File: src/logic/bus_seq_defines.svh
// constants of the bus sequencer: width codes, status codes, idle counts
// assumes nothing; included by bare name wherever a figure is needed
`ifndef BUS_SEQ_DEFINES_SVH
`define BUS_SEQ_DEFINES_SVH

// ----------------------------------------
// width-select codes {high, low}
// ----------------------------------------
`define WIDTH_CODE_RSVD        2'h0
`define WIDTH_CODE_8           2'h1
`define WIDTH_CODE_16          2'h2
`define WIDTH_CODE_32          2'h3

// ----------------------------------------
// timing counts in core_clk cycles
// ----------------------------------------
`define NARROW_IDLE_CYCLES     2'h2
`define RETRY_RESTART_CYCLES   2'h2

// ----------------------------------------
// cycle status codes (values arbitrary)
// ----------------------------------------
`define STATUS_IDLE            5'h00
`define STATUS_FETCH_NONSEQ    5'h08
`define STATUS_FETCH_SEQ       5'h09
`define STATUS_DATA_READ       5'h0A
`define STATUS_DATA_WRITE      5'h0B
`define STATUS_HALTED          5'h1F

// ----------------------------------------
// lane and block positions
// ----------------------------------------
`define ALL_LANES              4'hF
`define LAST_DWORD_OF_BLOCK    2'h3
`define BURST_BEATS_MAX        2'h3

`endif

File: src/logic/bus_seq_pkg.sv
// types shared by the bus sequencer and its testbench
// needs no defines header, its figures are literals; holds types only
package bus_seq_pkg;

	// ----------------------------------------
	// sequencer states
	// ----------------------------------------
	typedef enum logic [2:0] {
		ST_IDLE  = 3'h0,	// no cycle, waiting for an operand
		ST_ADDR  = 3'h1,	// first transfer state, address out
		ST_XFER  = 3'h2,	// second transfer state, repeats as wait state
		ST_BURST = 3'h3,	// extended transfer state, one burst beat
		ST_HOLD  = 3'h4,	// retry held low, bus floated
		ST_GAP   = 3'h5,	// idle states before next cycle
		ST_HALT  = 3'h6	// fatal error, left only by reset
	} seq_state_type;

	// ----------------------------------------
	// operand kinds
	// ----------------------------------------
	typedef enum logic [1:0] {
		OP_FETCH_NONSEQ = 2'h0,
		OP_FETCH_SEQ    = 2'h1,
		OP_READ         = 2'h2,
		OP_WRITE        = 2'h3
	} op_kind_type;

	// operand request from the core side
	typedef struct packed {
		op_kind_type kind;		// fetch or data access
		logic [31:0] addr;		// byte address
		logic [2:0]  size;		// data bytes 1..4, unused for fetch
		logic [31:0] wdata;		// write operand, byte 0 in bits 7:0
		logic        cacheable;	// whole double-word wanted
		logic        needed;	// reference needed to execute
		logic        fatal_ctx;	// exception ack or return read
	} op_req_type;

	// one double-word answer per bus part or burst beat
	typedef struct packed {
		logic [31:0] addr;		// double-word address of the word
		logic [31:0] data;		// lane-aligned data, zero on error
		logic        error;		// bus error seen in this operand
		logic        last;		// final word of the operand
	} op_rsp_type;

	// pin inputs, synchronised as one group
	typedef struct packed {
		logic        retry_n;
		logic        error_n;
		logic        width_high;
		logic        width_low;
		logic        accept_n;
		logic        ready_n;
		logic [31:0] data;
	} bus_in_type;

endpackage : bus_seq_pkg

File: src/logic/bus_seq.sv
// bus cycle sequencer: retry, bus error, dynamic sizing, burst fetch
// assumes one clock; pin inputs are synchronised here, core side is not
//
// How it works
// - retry sampled at end of transfer state
// - retried cycle finishes, data dropped, restarts later
// - retry repeats only failed part, finishes burst
// - outputs float while retry low, then restart
// - bus error sampled at end of transfer
// - error on needed reference raises exception
// - error in ack or return read halts
// - only final wait state samples count
// - retry wins over simultaneous bus error
// - error in transfer: finish, drop data, ignore
// - width taken from final second state only
// - narrow width: two idles once per operand
// - width codes: reserved, 8, 16, 32 bits
// - operands split into aligned double-word parts
// - each transaction starts assuming 32-bit bus
// - narrow cycle: ignore accept, drop burst request
// - fetch address exact or aligned, distinct status
// - fetches enable all lanes, request burst unless in the last double-word of the block
// - 32-bit burst fetches up to three more
`timescale 1ns/1ps
`include "bus_seq_defines.svh"

module bus_seq #(
	parameter int BUF_DEPTH = 2
) (
	// clock and reset
	input  wire logic                    core_clk,
	input  wire logic                    srst,
	// operand requests from the core
	input  wire logic                    req_valid,
	output logic                         req_ready,
	input  wire bus_seq_pkg::op_req_type req,
	// answer words to the core
	output logic                         rsp_valid,
	input  wire logic                    rsp_ready,
	output bus_seq_pkg::op_rsp_type      rsp,
	// events to the core
	output logic                         bus_error_exception,
	output logic                         halted,
	// address, data and control pins
	output logic [31:0]                  address_out,
	output logic                         address_oe,
	output logic [31:0]                  data_out,
	output logic                         data_oe,
	input  wire logic [31:0]             data_in,
	output logic [3:0]                   byte_enable_n,
	output logic [4:0]                   cycle_status_code,
	output logic                         bus_cycle_start_n,
	output logic                         write_n,
	output logic                         burst_request_out_n,
	output logic                         control_oe,
	// answer pins from memory
	input  wire logic                    bus_ready_n,
	input  wire logic                    bus_retry_n,
	input  wire logic                    bus_error_n,
	input  wire logic                    width_select_low,
	input  wire logic                    width_select_high,
	input  wire logic                    burst_accept_in_n
);

	// ----------------------------------------
	// declarations
	// ----------------------------------------
	bus_seq_pkg::seq_state_type state_r, state_nxt;	// sequencer state
	bus_seq_pkg::seq_state_type after_r, after_nxt;	// state after a gap
	bus_seq_pkg::op_req_type    op_r, op_nxt;		// operand in flight
	bus_seq_pkg::bus_in_type    pin_meta_r;		// first sync stage
	bus_seq_pkg::bus_in_type    pin_r;			// synchronised pins
	logic [31:0] addr_r, addr_nxt;		// address of current cycle
	logic [3:0]  lanes_r, lanes_nxt;	// byte enables of this part
	logic [3:0]  hi_lanes_r, hi_lanes_nxt;	// byte enables of second part
	logic [3:0]  need_r, need_nxt;		// lanes still to move
	logic [31:0] wdat_r, wdat_nxt;		// write data of this part
	logic [31:0] whi_r, whi_nxt;		// write data of second part
	logic [31:0] acc_r, acc_nxt;		// narrow read assembly
	logic [31:0] dout_r, dout_nxt;		// data pins, mirrored low
	logic        part_r, part_nxt;		// second part under way
	logic        two_r, two_nxt;		// operand has two parts
	logic [1:0]  beats_r, beats_nxt;	// burst beats left
	logic        burst_r, burst_nxt;	// burst request active
	logic        narrow_r, narrow_nxt;	// idles already inserted
	logic        err_r, err_nxt;		// error seen in operand
	logic [1:0]  gap_r, gap_nxt;		// idle cycles left
	logic        exc_r, exc_nxt;		// exception pulse

	// ----------------------------------------
	// decode of the current cycle
	// ----------------------------------------
	wire        is_fetch   = (op_r.kind == bus_seq_pkg::OP_FETCH_NONSEQ) ||
	                         (op_r.kind == bus_seq_pkg::OP_FETCH_SEQ);
	wire        is_write   = (op_r.kind == bus_seq_pkg::OP_WRITE);
	wire        in_xfer    = (state_r == bus_seq_pkg::ST_XFER);
	wire        in_burst   = (state_r == bus_seq_pkg::ST_BURST);
	// end of the last wait state: only this cycle's samples count
	wire        sample     = (in_xfer || in_burst) && !pin_r.ready_n;
	wire        retry_hit  = sample && !pin_r.retry_n;
	// retry masks the error; repeat errors in one operand are ignored
	wire        err_hit    = sample && pin_r.retry_n && !pin_r.error_n && !err_r;
	wire [1:0]  wcode_pin  = {pin_r.width_high, pin_r.width_low};
	// width only from the second state; burst beats and reserved are 32
	wire [1:0]  wcode      = (in_xfer && wcode_pin != `WIDTH_CODE_RSVD) ?
	                         wcode_pin : `WIDTH_CODE_32;
	wire        narrow     = (wcode != `WIDTH_CODE_32);
	wire        is8        = (wcode == `WIDTH_CODE_8);
	// lanes moved by this cycle on the sampled width
	wire [3:0]  cov        = !narrow ? `ALL_LANES :
	                         is8 ? (4'h1 << addr_r[1:0]) :
	                         (addr_r[1] ? 4'hC : 4'h3);
	wire [3:0]  need_left  = need_r & ~cov;
	wire        part_done  = sample && !retry_hit && (need_left == 4'h0);
	wire        buf_ready;
	wire        buf_valid;
	// burst goes on only with room for the next word
	wire        burst_go   = part_done && !narrow && burst_r && !pin_r.accept_n &&
	                         (beats_r != 2'h0) && (!buf_valid || rsp_ready);
	wire        op_last    = part_done && !burst_go && (part_r || !two_r);
	wire [31:0] merged     = !narrow ? pin_r.data :
	                         merge(acc_r, pin_r.data, addr_r[1:0], is8);
	wire        fatal      = err_hit && op_r.fatal_ctx;
	wire        push       = part_done && !fatal;
	bus_seq_pkg::op_rsp_type push_word;

	// ----------------------------------------
	// operand split of an incoming request
	// ----------------------------------------
	wire        req_fetch  = (req.kind == bus_seq_pkg::OP_FETCH_NONSEQ) ||
	                         (req.kind == bus_seq_pkg::OP_FETCH_SEQ);
	wire [3:0]  size_mask  = 4'((5'h1 << req.size) - 5'h1);
	wire [7:0]  lanes8     = {4'h0, size_mask} << req.addr[1:0];
	wire [63:0] data64     = {32'h0, req.wdata} << {req.addr[1:0], 3'h0};
	// double-word units, crossing operands take a second part
	wire        req_two    = !req_fetch && (lanes8[7:4] != 4'h0);
	// sequential fetches show the aligned double-word address
	wire [31:0] req_addr   = (req.kind == bus_seq_pkg::OP_FETCH_SEQ) ?
	                         {req.addr[31:2], 2'h0} : req.addr;
	wire        req_whole  = req_fetch || (req.cacheable && req.kind == bus_seq_pkg::OP_READ);
	wire [3:0]  req_lanes  = req_fetch ? `ALL_LANES : lanes8[3:0];

	// ----------------------------------------
	// helpers
	// ----------------------------------------
	// place a narrow read into its lanes of the assembly word
	function automatic [31:0] merge(input [31:0] acc, input [31:0] d,
	                                input [1:0] a, input b8);
		logic [31:0] r;
		r = acc;
		if (b8) begin
			r[8*a +: 8] = d[7:0];
		end else begin
			r[16*a[1] +: 16] = d[15:0];
		end
		return r;
	endfunction : merge

	// next lane still needed, searching upward with wrap
	function automatic [1:0] next_lane(input [3:0] need, input [1:0] cur,
	                                   input b8);
		logic [1:0] r;
		logic [1:0] l;
		r = cur;
		for (int i = 3; i >= 1; i--) begin
			l = 2'(cur + 2'(i));
			if (need[l]) begin
				r = l;
			end
		end
		return b8 ? r : {r[1], 1'b0};
	endfunction : next_lane

	// copy the addressed half and byte onto the low lanes
	function automatic [31:0] mirror(input [31:0] d, input [1:0] a);
		logic [15:0] lo;
		lo = a[1] ? d[31:16] : d[15:0];
		return {d[31:16], lo[15:8], a[0] ? lo[15:8] : lo[7:0]};
	endfunction : mirror

	// burst eligibility of a double-word at a given address
	function automatic logic burst_ok(input logic whole, input [31:0] a);
		return whole && (a[3:2] != `LAST_DWORD_OF_BLOCK);
	endfunction : burst_ok

	// ----------------------------------------
	// pin synchroniser, two stages
	// ----------------------------------------
	always_ff @(posedge core_clk) begin
		pin_meta_r <= {bus_retry_n, bus_error_n, width_select_high, width_select_low,
		               burst_accept_in_n, bus_ready_n, data_in};
		pin_r      <= pin_meta_r;
	end

	// ----------------------------------------
	// answer buffer
	// ----------------------------------------
	always_comb begin
		push_word.addr  = {addr_r[31:2], 2'h0};
		// discarded data after an error
		push_word.data  = (err_r || err_hit) ? 32'h0 : merged;
		push_word.error = err_r || err_hit;
		push_word.last  = op_last;
	end

	word_buffer #(
		.WIDTH ($bits(bus_seq_pkg::op_rsp_type)),
		.DEPTH (BUF_DEPTH)
	) u_rsp_buffer (
		.core_clk  (core_clk),
		.srst      (srst),
		.in_valid  (push),
		.in_ready  (buf_ready),
		.in_data   (push_word),
		.out_valid (buf_valid),
		.out_ready (rsp_ready),
		.out_data  (rsp)
	);

	assign rsp_valid = buf_valid;
	assign req_ready = (state_r == bus_seq_pkg::ST_IDLE) && buf_ready;

	// ----------------------------------------
	// next-state logic
	// ----------------------------------------
	always_comb begin
		state_nxt    = state_r;
		after_nxt    = after_r;
		op_nxt       = op_r;
		addr_nxt     = addr_r;
		lanes_nxt    = lanes_r;
		hi_lanes_nxt = hi_lanes_r;
		need_nxt     = need_r;
		wdat_nxt     = wdat_r;
		whi_nxt      = whi_r;
		acc_nxt      = acc_r;
		part_nxt     = part_r;
		two_nxt      = two_r;
		beats_nxt    = beats_r;
		burst_nxt    = burst_r;
		narrow_nxt   = narrow_r;
		err_nxt      = err_r;
		gap_nxt      = gap_r;
		exc_nxt      = 1'b0;
		unique case (state_r)
			// take an operand and set up its first part
			bus_seq_pkg::ST_IDLE: begin
				if (req_valid && buf_ready) begin
					op_nxt       = req;
					addr_nxt     = req_addr;
					lanes_nxt    = req_lanes;
					hi_lanes_nxt = lanes8[7:4];
					need_nxt     = req_whole ? `ALL_LANES : req_lanes;
					wdat_nxt     = data64[31:0];
					whi_nxt      = data64[63:32];
					two_nxt      = req_two;
					part_nxt     = 1'b0;
					acc_nxt      = 32'h0;
					err_nxt      = 1'b0;
					narrow_nxt   = 1'b0;
					beats_nxt    = 2'(`BURST_BEATS_MAX - req_addr[3:2]);
					state_nxt    = bus_seq_pkg::ST_ADDR;
				end
			end
			// address state: burst request decided for this double-word
			bus_seq_pkg::ST_ADDR: begin
				burst_nxt = burst_ok(is_fetch || (op_r.cacheable && !is_write), addr_r);
				state_nxt = bus_seq_pkg::ST_XFER;
			end
			// transfer and burst states end only on ready
			bus_seq_pkg::ST_XFER, bus_seq_pkg::ST_BURST: begin
				if (retry_hit) begin
					// failed cycle finishes, nothing kept, same address again
					burst_nxt = 1'b0;
					state_nxt = bus_seq_pkg::ST_HOLD;
				end else if (fatal) begin
					state_nxt = bus_seq_pkg::ST_HALT;
				end else if (sample) begin
					err_nxt = err_r || err_hit;
					acc_nxt = merged;
					need_nxt = need_left;
					if (narrow) begin
						burst_nxt = 1'b0;
					end
					if (burst_go) begin
						// next consecutive double-word of the block
						addr_nxt  = {addr_r[31:4], 2'(addr_r[3:2] + 2'h1), 2'h0};
						beats_nxt = 2'(beats_r - 2'h1);
						burst_nxt = burst_ok(1'b1, {addr_r[31:4],
						            2'(addr_r[3:2] + 2'h1), 2'h0});
						state_nxt = bus_seq_pkg::ST_BURST;
					end else if (!part_done) begin
						// another narrow cycle for the remaining lanes
						addr_nxt  = {addr_r[31:2], next_lane(need_r & ~cov,
						             addr_r[1:0], is8)};
						state_nxt = bus_seq_pkg::ST_ADDR;
					end else if (!op_last) begin
						// second double-word part of a split operand
						part_nxt  = 1'b1;
						addr_nxt  = {30'(addr_r[31:2] + 30'h1), 2'h0};
						lanes_nxt = hi_lanes_r;
						need_nxt  = hi_lanes_r;
						wdat_nxt  = whi_r;
						acc_nxt   = 32'h0;
						after_nxt = bus_seq_pkg::ST_ADDR;
						gap_nxt   = 2'h0;
						state_nxt = bus_seq_pkg::ST_GAP;
					end else begin
						exc_nxt   = (err_r || err_hit) && op_r.needed;
						after_nxt = bus_seq_pkg::ST_IDLE;
						gap_nxt   = 2'h0;
						state_nxt = bus_seq_pkg::ST_GAP;
					end
					// first narrow cycle of the operand: two idle states
					if (narrow && !narrow_r) begin
						narrow_nxt = 1'b1;
						gap_nxt    = 2'(`NARROW_IDLE_CYCLES - 2'h1);
						after_nxt  = (state_nxt == bus_seq_pkg::ST_GAP) ?
						             after_nxt : state_nxt;
						state_nxt  = bus_seq_pkg::ST_GAP;
					end
				end
			end
			// bus floated until retry is released
			bus_seq_pkg::ST_HOLD: begin
				if (pin_r.retry_n) begin
					gap_nxt   = 2'(`RETRY_RESTART_CYCLES - 2'h1);
					after_nxt = bus_seq_pkg::ST_ADDR;
					state_nxt = bus_seq_pkg::ST_GAP;
				end
			end
			// idle states, then onward once the buffer has room
			bus_seq_pkg::ST_GAP: begin
				if (gap_r != 2'h0) begin
					gap_nxt = 2'(gap_r - 2'h1);
				end else if (buf_ready) begin
					state_nxt = after_r;
				end
			end
			// stays until reset
			bus_seq_pkg::ST_HALT: begin
				state_nxt = bus_seq_pkg::ST_HALT;
			end
			default: begin
				state_nxt = bus_seq_pkg::ST_IDLE;
			end
		endcase
		dout_nxt = mirror(wdat_nxt, addr_nxt[1:0]);
	end

	// ----------------------------------------
	// state registers
	// ----------------------------------------
	always_ff @(posedge core_clk) begin
		if (srst) begin
			state_r <= bus_seq_pkg::ST_IDLE;
			after_r <= bus_seq_pkg::ST_IDLE;
			gap_r   <= 2'h0;
			burst_r <= 1'b0;
			exc_r   <= 1'b0;
			err_r   <= 1'b0;
		end else begin
			state_r <= state_nxt;
			after_r <= after_nxt;
			gap_r   <= gap_nxt;
			burst_r <= burst_nxt;
			exc_r   <= exc_nxt;
			err_r   <= err_nxt;
		end
	end

	// operand and address registers
	always_ff @(posedge core_clk) begin
		if (srst) begin
			op_r       <= '0;
			addr_r     <= 32'h0;
			lanes_r    <= 4'h0;
			hi_lanes_r <= 4'h0;
			need_r     <= 4'h0;
			part_r     <= 1'b0;
			two_r      <= 1'b0;
			beats_r    <= 2'h0;
			narrow_r   <= 1'b0;
		end else begin
			op_r       <= op_nxt;
			addr_r     <= addr_nxt;
			lanes_r    <= lanes_nxt;
			hi_lanes_r <= hi_lanes_nxt;
			need_r     <= need_nxt;
			part_r     <= part_nxt;
			two_r      <= two_nxt;
			beats_r    <= beats_nxt;
			narrow_r   <= narrow_nxt;
		end
	end

	// data registers; write data kept across a retry
	always_ff @(posedge core_clk) begin
		if (srst) begin
			wdat_r <= 32'h0;
			whi_r  <= 32'h0;
			acc_r  <= 32'h0;
			dout_r <= 32'h0;
		end else begin
			wdat_r <= wdat_nxt;
			whi_r  <= whi_nxt;
			acc_r  <= acc_nxt;
			dout_r <= dout_nxt;
		end
	end

	// ----------------------------------------
	// pin outputs
	// ----------------------------------------
	wire active = (state_r == bus_seq_pkg::ST_ADDR) || in_xfer || in_burst;
	wire floated = (state_r == bus_seq_pkg::ST_HOLD) ||
	               (state_r == bus_seq_pkg::ST_HALT);

	assign address_out       = addr_r;
	assign address_oe        = !floated;
	assign data_out          = dout_r;
	assign data_oe           = active && is_write && !floated;
	// lanes stay as for a 32-bit bus on every cycle
	assign byte_enable_n     = active ? ~lanes_r : 4'hF;
	assign bus_cycle_start_n = !(state_r == bus_seq_pkg::ST_ADDR);
	assign write_n           = !(active && is_write);
	// burst request shown during transfer states only
	assign burst_request_out_n = !(burst_r && (in_xfer || in_burst));
	assign control_oe        = (state_r != bus_seq_pkg::ST_HOLD);
	assign halted            = (state_r == bus_seq_pkg::ST_HALT);
	assign bus_error_exception = exc_r;

	// status code by cycle kind; halted code held after a fatal error
	assign cycle_status_code =
		halted ? `STATUS_HALTED :
		!active ? `STATUS_IDLE :
		(op_r.kind == bus_seq_pkg::OP_FETCH_NONSEQ) ? `STATUS_FETCH_NONSEQ :
		(op_r.kind == bus_seq_pkg::OP_FETCH_SEQ) ? `STATUS_FETCH_SEQ :
		is_write ? `STATUS_DATA_WRITE : `STATUS_DATA_READ;

endmodule : bus_seq

File: src/logic/word_buffer.sv
// small fifo that holds answer words between the bus and the core
// assumes DEPTH is a power of two and both sides share core_clk
`timescale 1ns/1ps

module word_buffer #(
	parameter int WIDTH = 32,
	parameter int DEPTH = 2
) (
	// clock and reset
	input  wire logic             core_clk,
	input  wire logic             srst,
	// filling side
	input  wire logic             in_valid,
	output logic                  in_ready,
	input  wire logic [WIDTH-1:0] in_data,
	// draining side
	output logic                  out_valid,
	input  wire logic             out_ready,
	output logic [WIDTH-1:0]      out_data
);

	localparam int PW = (DEPTH > 1) ? $clog2(DEPTH) : 1;
	localparam int CW = $clog2(DEPTH + 1);

	logic [WIDTH-1:0] mem_r [DEPTH];	// storage words
	logic [PW-1:0]    wr_r;			// write pointer
	logic [PW-1:0]    rd_r;			// read pointer
	logic [CW-1:0]    cnt_r;		// words held
	logic             push;			// word taken this cycle
	logic             pop;			// word given this cycle

	// ----------------------------------------
	// handshakes: honest full and empty
	// ----------------------------------------
	assign in_ready  = (cnt_r != CW'(DEPTH));
	assign out_valid = (cnt_r != '0);
	assign push      = in_valid && in_ready;
	assign pop       = out_valid && out_ready;
	assign out_data  = mem_r[rd_r];

	// storage write, no reset needed on data
	always_ff @(posedge core_clk) begin
		if (push) begin
			mem_r[wr_r] <= in_data;
		end
	end

	// pointers and fill count
	always_ff @(posedge core_clk) begin
		if (srst) begin
			wr_r  <= '0;
			rd_r  <= '0;
			cnt_r <= '0;
		end else begin
			wr_r  <= push ? PW'(wr_r + 1'b1) : wr_r;
			rd_r  <= pop ? PW'(rd_r + 1'b1) : rd_r;
			cnt_r <= CW'(cnt_r + CW'(push) - CW'(pop));
		end
	end

endmodule : word_buffer

File: config.mk
export PLATFORM = sky130hd
export DESIGN_NAME = bus_seq
export DESIGN_NICKNAME = d
export VERILOG_FILES = /design/src/logic/bus_seq_pkg.sv /design/src/logic/bus_seq.sv /design/src/logic/word_buffer.sv
export VERILOG_INCLUDE_DIRS = /design/src /design/src/logic
export SDC_FILE = /design/constraint.sdc
export NUM_CORES = 1
export LEC_CHECK = 0
export BUFFER_PORTS_ARGS = -buffer_cell sky130_fd_sc_hd__buf_4
export CAP_MARGIN = 20
export CORE_MARGIN = 5
export CORE_UTILIZATION = 39
export DETAILED_ROUTE_END_ITERATION = 8
export HOLD_SLACK_MARGIN = 0.02
export PLACE_DENSITY_LB_ADDON = 0.08
export SYNTH_ARGS = -nofsm -noshare
export SYNTH_HDL_FRONTEND = slang
export SYNTH_SLANG_ARGS = --single-unit
File: constraint.sdc
create_clock -name core_clk -period 11.22 [get_ports core_clk]
set_input_delay 0.561 -clock core_clk [delete_from_list [all_inputs] [get_ports core_clk]]
set_output_delay 0.561 -clock core_clk [all_outputs]
set_load 0.01 [all_outputs]
==> metrics.md, run 1 <==
| Metric | Value |
|---|---|
| Outcome | completed |
| Area grow syn2layout | 21.3% |
| Worst Hold Depth | 1 |
| CTS tree | done |
| Drt drc | 0 |
| Post-synthesis register bit count | 377 |
| Commonest cells after routing, fill and taps aside | 277 x buf_4, 248 x dfxtp_1, 170 x nor2_1 |
| CP arrival | between 5 and 6 ns |
| Initial antenna violation count | 2 |
| Critical path buffers and inverters | 2 |
| Routed vias | 12700 |
| GRT met2 Usage | 0.307 |
| Synth warnings | 0 |
| R2R Path Start | state_r[2] |
| Critical path class | flop to flop |
| Crit. End Element | flop |
| Final setup fails | 0 |
| Most used routing layer in global routing | met2 |
| CTS Buffer Depth | 3 |
| Commonest non-fill, non-tap cell in the layout | buf_4 |
| First-pass DRT Iterations | 6 |
| CTS sink count | ~380 |
| Asr flop ratio synth | 0 |
| Min Tclk post-route | ~4.8 ns |
| Die area | 46000 um^2 |
| Via/cell ratio | 5.39 |
| Main synth FF type | dfxtp_1 |
| Sequential area share after synthesis | 0.542 |
| Clock skew | 0.0215 ns |
| Met1 usage | 0.294 |
| GR Util met3 | 0.0428 |
| Fin nets | between 1500 and 2000 |
| Count of pins over their slew limit | 0 |
| Largest family of logic cells by synthesized area | simple AND/OR/NAND/NOR gates |
| Xor/xnor share of the synthesized area | 0.00698 |
| Max_cap viols | 0 |
| CTS Hold Bufs | 0 |
| Dpl hpwl | ~33000 um |
| RR Endpoint | data_out[3] |
| Critical path cell sequence | inv_1, ha_1, nand3b_1, or3b_2, nor2_1, a41o_2, nor2_2, buf_8, a222oi_1, mux2i_1, mux2_2 |
| Number of global-route vias before repair | about 12000 |
| Critical path data required time | about 12 ns |
| Mapped Area | 16300 um^2 |
| Multi-input logic area | 6610 um^2 |
| Number of fill cells | 3976 |
| Final WL | around 48000 um |
| Slew margin rel. | 0.322 |
| Worst setup SP type | flop |
| I/O Buffers | 260 |
| Type of the tightest min-delay check | input pin to flop |
| Clk pin slew, worst setup/hold paths | 0.06 ns |
| GRT Residual Overflow | 0 |
| Fmax | roughly 210 MHz |
| Worst R2R Setup Slack | ~6.5 ns |
| Crit. Startpoint | state_r[2] |
| RD Place Congestion | between 0.9 and 1 |
| Cts bufs inserted | 41 |
| Reg2Reg Depth | 11 |
| Worst Max-Slew Pin Slew | 1.02 ns |
| Power Density | 218 nW/um^2 |
| Worst vdd ir | just under 0.0001 V |
| Cell family with most CP delay | compound AO/OA/AOI/OAI gates |
| Max FO, Critical Path | 51 |
| Crit path depth | 11 |
| Synth Area in Simple Gates | 0.153 |
| Largest net degree at the start of global routing | between 80 and 90 |
| Crit-path max cell delay | roughly 0.87 ns |
| Clock Latency Late Sink | roughly 0.57 ns |
| Htree depth | 2 |
| Die H | 214 um |
| Area of the core | approximately 42000 um^2 |
| CTS root buffer | clkbuf_16 |
| Cell Area, Placed | about 18000 um^2 |
| Post-route cell area | between 15000 and 20000 um^2 |
| Fin crit share | 0.424 |
| Initial core utilization | 0.391 |
| First-pass GRT wire length | roughly 74000 um |
| Compound-Gate Fraction of Synth Area | 0.150 |
| Die Wd | between 200 and 250 um |
| Multiplexer share of the synthesized area | 0.0783 |
| Cells after Synth | between 1500 and 2000 |
| Wire per inst | slightly above 20 um |
| Iter 0 DRT Violations | roughly 810 |
| Gr usage total | 0.201 |
| Fin Setup TNS | 0 ns |
| Antenna Nets Post-Route | 0 |
| Critical-path top delay cell | a41o_2 |
| Syn Area/Cell | between 10 and 15 um^2 |
| Leak | between 7 and 8 nW |
| Hold Vio Cnt, Final | 0 |
| End of the critical path | data_out[3] |
| Fraction of layout cells with a size suffix above 1 | 0.254 |
| RSZ-0062 raised after global routing | false |
| I/O pin cnt | ~260 |
| Post-CTS Setup Bufs | 0 |
| Row cnt | 75 |
| Sequential cell area | just under 9000 um^2 |
| PostCTS Resize Cnt | 0 |
| Synth unique cells | 76 |
| Count of flip-flops with a built-in enable after synthesis | roughly 130 |
| Adder-Cell Fraction of Synth Area | 0.0138 |
[worst reg2reg max path: stages, from the launching register on]
cell and delay, ns:
dfxtp_1 0.48, inv_1 0.27, ha_1 0.75, nand3b_1 0.36, or3b_2 0.56, nor2_1 0.10
a41o_2 0.87, nor2_2 0.20, buf_8 0.23, a222oi_1 0.43, mux2i_1 0.13, mux2_2 0.27
[flip-flops by register name, indices dropped and copies added, names as in the netlist, 4 cells and up, named ones only]
name / count
pin_r: 38
lanes_r: 4
wdat_r: 32
pin_meta_r: 38
whi_r: 24
address_out: 32
need_r: 4
op_r: 5
data_out: 16
u_rsp_buffer.mem_r: 128
acc_r: 32
[cells by family after synthesis]
kind of cell	Yosys count
AND/OR/NAND/NOR	520
flip-flops	377
AO/OA/AOI/OAI	368
buffers and inverters	187
multiplexers	116
adder cells (fa/ha/maj)	18
XOR/XNOR	13
other	1
[power by group]
| part | internal [mW] | switching [mW] | total, mW |
|---|---|---|---|
| Clock | 0.838 | 0.556 | 1.39 |
| Combinational | 0.510 | 0.698 | 1.21 |
| Sequential | 1.57 | 0.146 | 1.71 |
| Total | 2.91 | 1.40 | 4.31 |
[metrics by stage]
stage	utilization	total power, mW	std cells	setup slack, ns	hold slack, ns
CTS	0.474	4.35	2346	6.37	0.0643
global placement	0.440	2.94	2270	6.50	0.311
global route	0.475	4.54	2349	6.26	0.0683
finish	0.475	4.31	2350	6.46	0.0984
floorplan	-	2.49	1601	2.74	0.310
detailed placement	0.440	2.95	2270	6.35	0.312
[how the worst min path moves through the flow]
| stage | startpoint | end | slack, ns |
|---|---|---|---|
| global placement | pin_meta_r[21] | pin_r[21] | 0.31 |
| global route | data_in[21] | pin_meta_r[21] | 0.07 |
| finish | data_in[18] | pin_meta_r[18] | 0.1 |
| floorplan | pin_meta_r[0] | pin_r[0] | 0.31 |
| CTS | data_in[21] | pin_meta_r[21] | 0.06 |
| detailed placement | pin_meta_r[33] | pin_r[33] | 0.31 |
[cell type report]
type                    instances  share of cell area
flip-flops and latches        377               0.446
well taps                     539              0.0341
multi-input cells            1037               0.334
clock buffers                  53              0.0578
diodes                          1            0.000127
inverters                      41             0.00778
repair buffers                279               0.107
clock inverters                23              0.0128
[cell usage after synthesis, types with 5 or more instances]
cell	number	area share
nand2_1	141	0.032
nor2b_1	17	0.0065
nand2b_1	25	0.0096
a222oi_1	16	0.0098
o2bb2ai_1	7	0.0038
nand3_1	27	0.0083
and2_1	33	0.013
buf_1	9	0.0021
mux2_2	88	0.061
a31oi_1	5	0.0019
a32o_1	5	0.0031
buf_4	50	0.023
nand3b_1	7	0.0032
o211ai_1	11	0.0051
o31ai_1	9	0.0041
a22oi_1	41	0.019
inv_1	40	0.0092
a221oi_1	25	0.013
xnor2_1	10	0.0054
o21a_1	12	0.0055
nand4_1	18	0.0069
mux2i_1	27	0.017
clkbuf_1	79	0.018
o21ai_0	59	0.018
nor3b_1	8	0.0037
buf_2	7	0.0021
a22o_1	5	0.0027
nor3_1	32	0.0098
edfxtp_1	128	0.24
a21oi_1	114	0.035
dfxtp_1	249	0.31
a2bb2oi_1	5	0.0027
a211oi_1	19	0.0087
nor2_1	172	0.040
o22ai_1	10	0.0038
and3_1	11	0.0042
ha_1	18	0.014
[metal layers]
layer / wire length [um] / vias up
li1: - / 6091
met1: 22900 / 6125
met2: 21300 / 394
met3: 3120 / 48
met4: 773 / 0
met5: 0 / -
No activity file was read; power rests on OpenSTA's default activity.
==> inputs of run 2 (changes only) <==
==> constraint.sdc (replaced) <==
create_clock -name core_clk -period 4.88 [get_ports core_clk]
set_input_delay 0.244 -clock core_clk [delete_from_list [all_inputs] [get_ports core_clk]]
set_output_delay 0.244 -clock core_clk [all_outputs]
set_load 0.01 [all_outputs]
==> run 2 against run 1 <==
Compared with the run above: sequential share of layout area fell by 1.6 points; largest power group unchanged; clock power increased by 130%; sequential power up 130%; power is 130% higher.
==> metrics.md, run 2 (synthesized netlist as in run 1, its figures left out) <==
| Metric | Value |
|---|---|
| Power Density | between 400 and 500 nW/um^2 |
| Die H | between 200 and 250 um |
| First-pass DRT Iterations | 7 |
| CTS tree | done |
| Post-route cell area | between 20000 and 25000 um^2 |
| Final WL | 49200 um |
| Top flop regs | u_rsp_buffer.mem_r: 128 flops, pin_meta_r: 38 flops, pin_r: 38 flops |
| I/O pin cnt | about 260 |
| Commonest cells after routing, fill and taps aside | 286 x buf_4, 248 x dfxtp_1, 170 x nor2_1 |
| Wire per inst | 20.3 um |
| Largest register FFs | ~130 |
| Largest net degree at the start of global routing | between 70 and 80 |
| Switch share | 0.324 |
| Fin Setup TNS | 0 ns |
| Critical path cell sequence | nor3b_2, a31oi_1, o21ai_1, nand2_1, nor3_1, and2_2, buf_4 |
| Drt drc | 0 |
| Commonest non-fill, non-tap cell in the layout | buf_4 |
| I/O Buffers | 260 |
| Antenna Nets Post-Route | 0 |
| Cell Area, Placed | roughly 18000 um^2 |
| Setup WS pre-CTS | 0.874 ns |
| Crit. End Element | flop |
| Initial antenna violation count | 2 |
| Cell family with most CP delay | simple AND/OR/NAND/NOR gates |
| Fmax | roughly 250 MHz |
| Critical path buffers and inverters | 1 |
| Fin crit share | 0.815 |
| Worst vdd ir | 0.000199 V |
| Biggest register | u_rsp_buffer.mem_r |
| Via/cell ratio | ~5.4 |
| Logic pwr share | 0.287 |
| CTS root buffer | clkbuf_16 |
| Crit-path max cell delay | 0.66 ns |
| Outcome | completed |
| Final setup margin | about 0.9 ns |
| Clk pin slew, worst setup/hold paths | 0.06 ns |
| RD Place Congestion | between 0.8 and 0.9 |
| RSZ-0062 raised after global routing | false |
| Slew margin rel. | 0.374 |
| Clock Latency Late Sink | around 0.56 ns |
| Max_cap viols | 0 |
| Routed vias | about 13000 |
| Min Tclk post-route | roughly 4 ns |
| CTS sink count | roughly 380 |
| Dpl hpwl | 33700 um |
| Count of pins over their slew limit | 0 |
| Area of the core | around 42000 um^2 |
| Worst Max-Slew Pin Slew | 0.938 ns |
| Placed cell count | 2281 |
| Die area | approximately 46000 um^2 |
| Clock skew | roughly 0.016 ns |
| Hold Vio Cnt, Final | 0 |
| Die Wd | about 210 um |
| Core Util, Final | 0.492 |
| Gr usage total | 0.206 |
| Critical path class | flop to flop |
| Iter 0 DRT Violations | 909 |
| Number of global-route vias before repair | 12800 |
| Fraction of layout cells with a size suffix above 1 | 0.244 |
| Cts bufs inserted | 42 |
| Critical path data required time | just over 5 ns |
| Type of the tightest min-delay check | input pin to flop |
| Worst hold slack | 0.0494 ns |
| Fraction of power consumed by sequential logic | 0.395 |
| Area grow syn2layout | 25.7% |
| Initial core utilization | 0.391 |
| Final setup fails | 0 |
| Worst setup SP type | flop |
| Non-Filler Instances | ~2400 |
| Tot Pwr | approximately 9.9 mW |
| Max FO, Critical Path | 30 |
| CP arrival | around 4.2 ns |
| Internal cell power | 6.72 mW |
| Row cnt | 75 |
| Psw | 3.22 mW |
| Clk pwr share | 0.318 |
| CTS Buffer Depth | 3 |
| GRT Residual Overflow | 0 |
| Htree depth | 2 |
| Leak | ~7.9 nW |
| Critical-path top delay cell | nor3b_2 |
| First-pass GRT wire length | 75900 um |
| Fin nets | slightly below 2000 |
[run 2: final cells by class]
cell class                      count  area (um^2)
Sequential cell                   377         8830
Inverter                           41          154
Timing Repair Buffer              355         2850
Antenna cell                        2         5.00
Fill cell                        3930        21200
Clock buffer                       61         1190
Multi-Input combinational cell   1037         6620
Clock inverter                     15          180
Tap cell                          539          674
[run 2: tightest hold or removal path: cells and delay by family]
| family | cells | cell delay, ns |
|---|---|---|
| buffers and inverters | 1 | 0.08 |
| and+or+nand+nor | 2 | 0.12 |
| AOI/OAI and AO/OA | 2 | 0.13 |
[run 2: worst paths after layout]
check             cells after the start                         to           start  slack (ns)
setup / recovery                      7  u_rsp_buffer.mem_r[1][43]      state_r[1]        0.90
hold / removal                        5            address_out[10]         req[48]        0.05
setup reg to reg                      7  u_rsp_buffer.mem_r[1][43]      state_r[1]        0.90
hold reg to reg                       0                  pin_r[35]  pin_meta_r[35]        0.32
[run 2: layer usage]
layer / share of wire / up-vias / global-route usage
met5: 0 / - / 0
met4: 0.019 / 0 / 0.0505
met1: 0.47 / 6330 / 0.300
met3: 0.059 / 61 / 0.0419
met2: 0.45 / 390 / 0.317
li1: - / 6244 / -
[run 2: what timing repair did]
item,CTS,global route
resized for setup,0,0
buffers inserted,0,0
endpoints found under the hold margin,76,0
hold buffers,68,0
[run 2: power by group through the flow]
| stage | clock [mW] | combinational (mW) | sequential [mW] |
|---|---|---|---|
| 2_1_floorplan | 0 | 1.88 | 3.85 |
| 3_3_place_gp | 0 | 2.81 | 4.00 |
| 3_5_place_dp | 0 | 2.82 | 4.00 |
| 4_1_cts | 3.25 | 2.88 | 3.94 |
| 5_1_grt | 3.38 | 3.11 | 3.98 |
| 6_report | 3.16 | 2.85 | 3.93 |
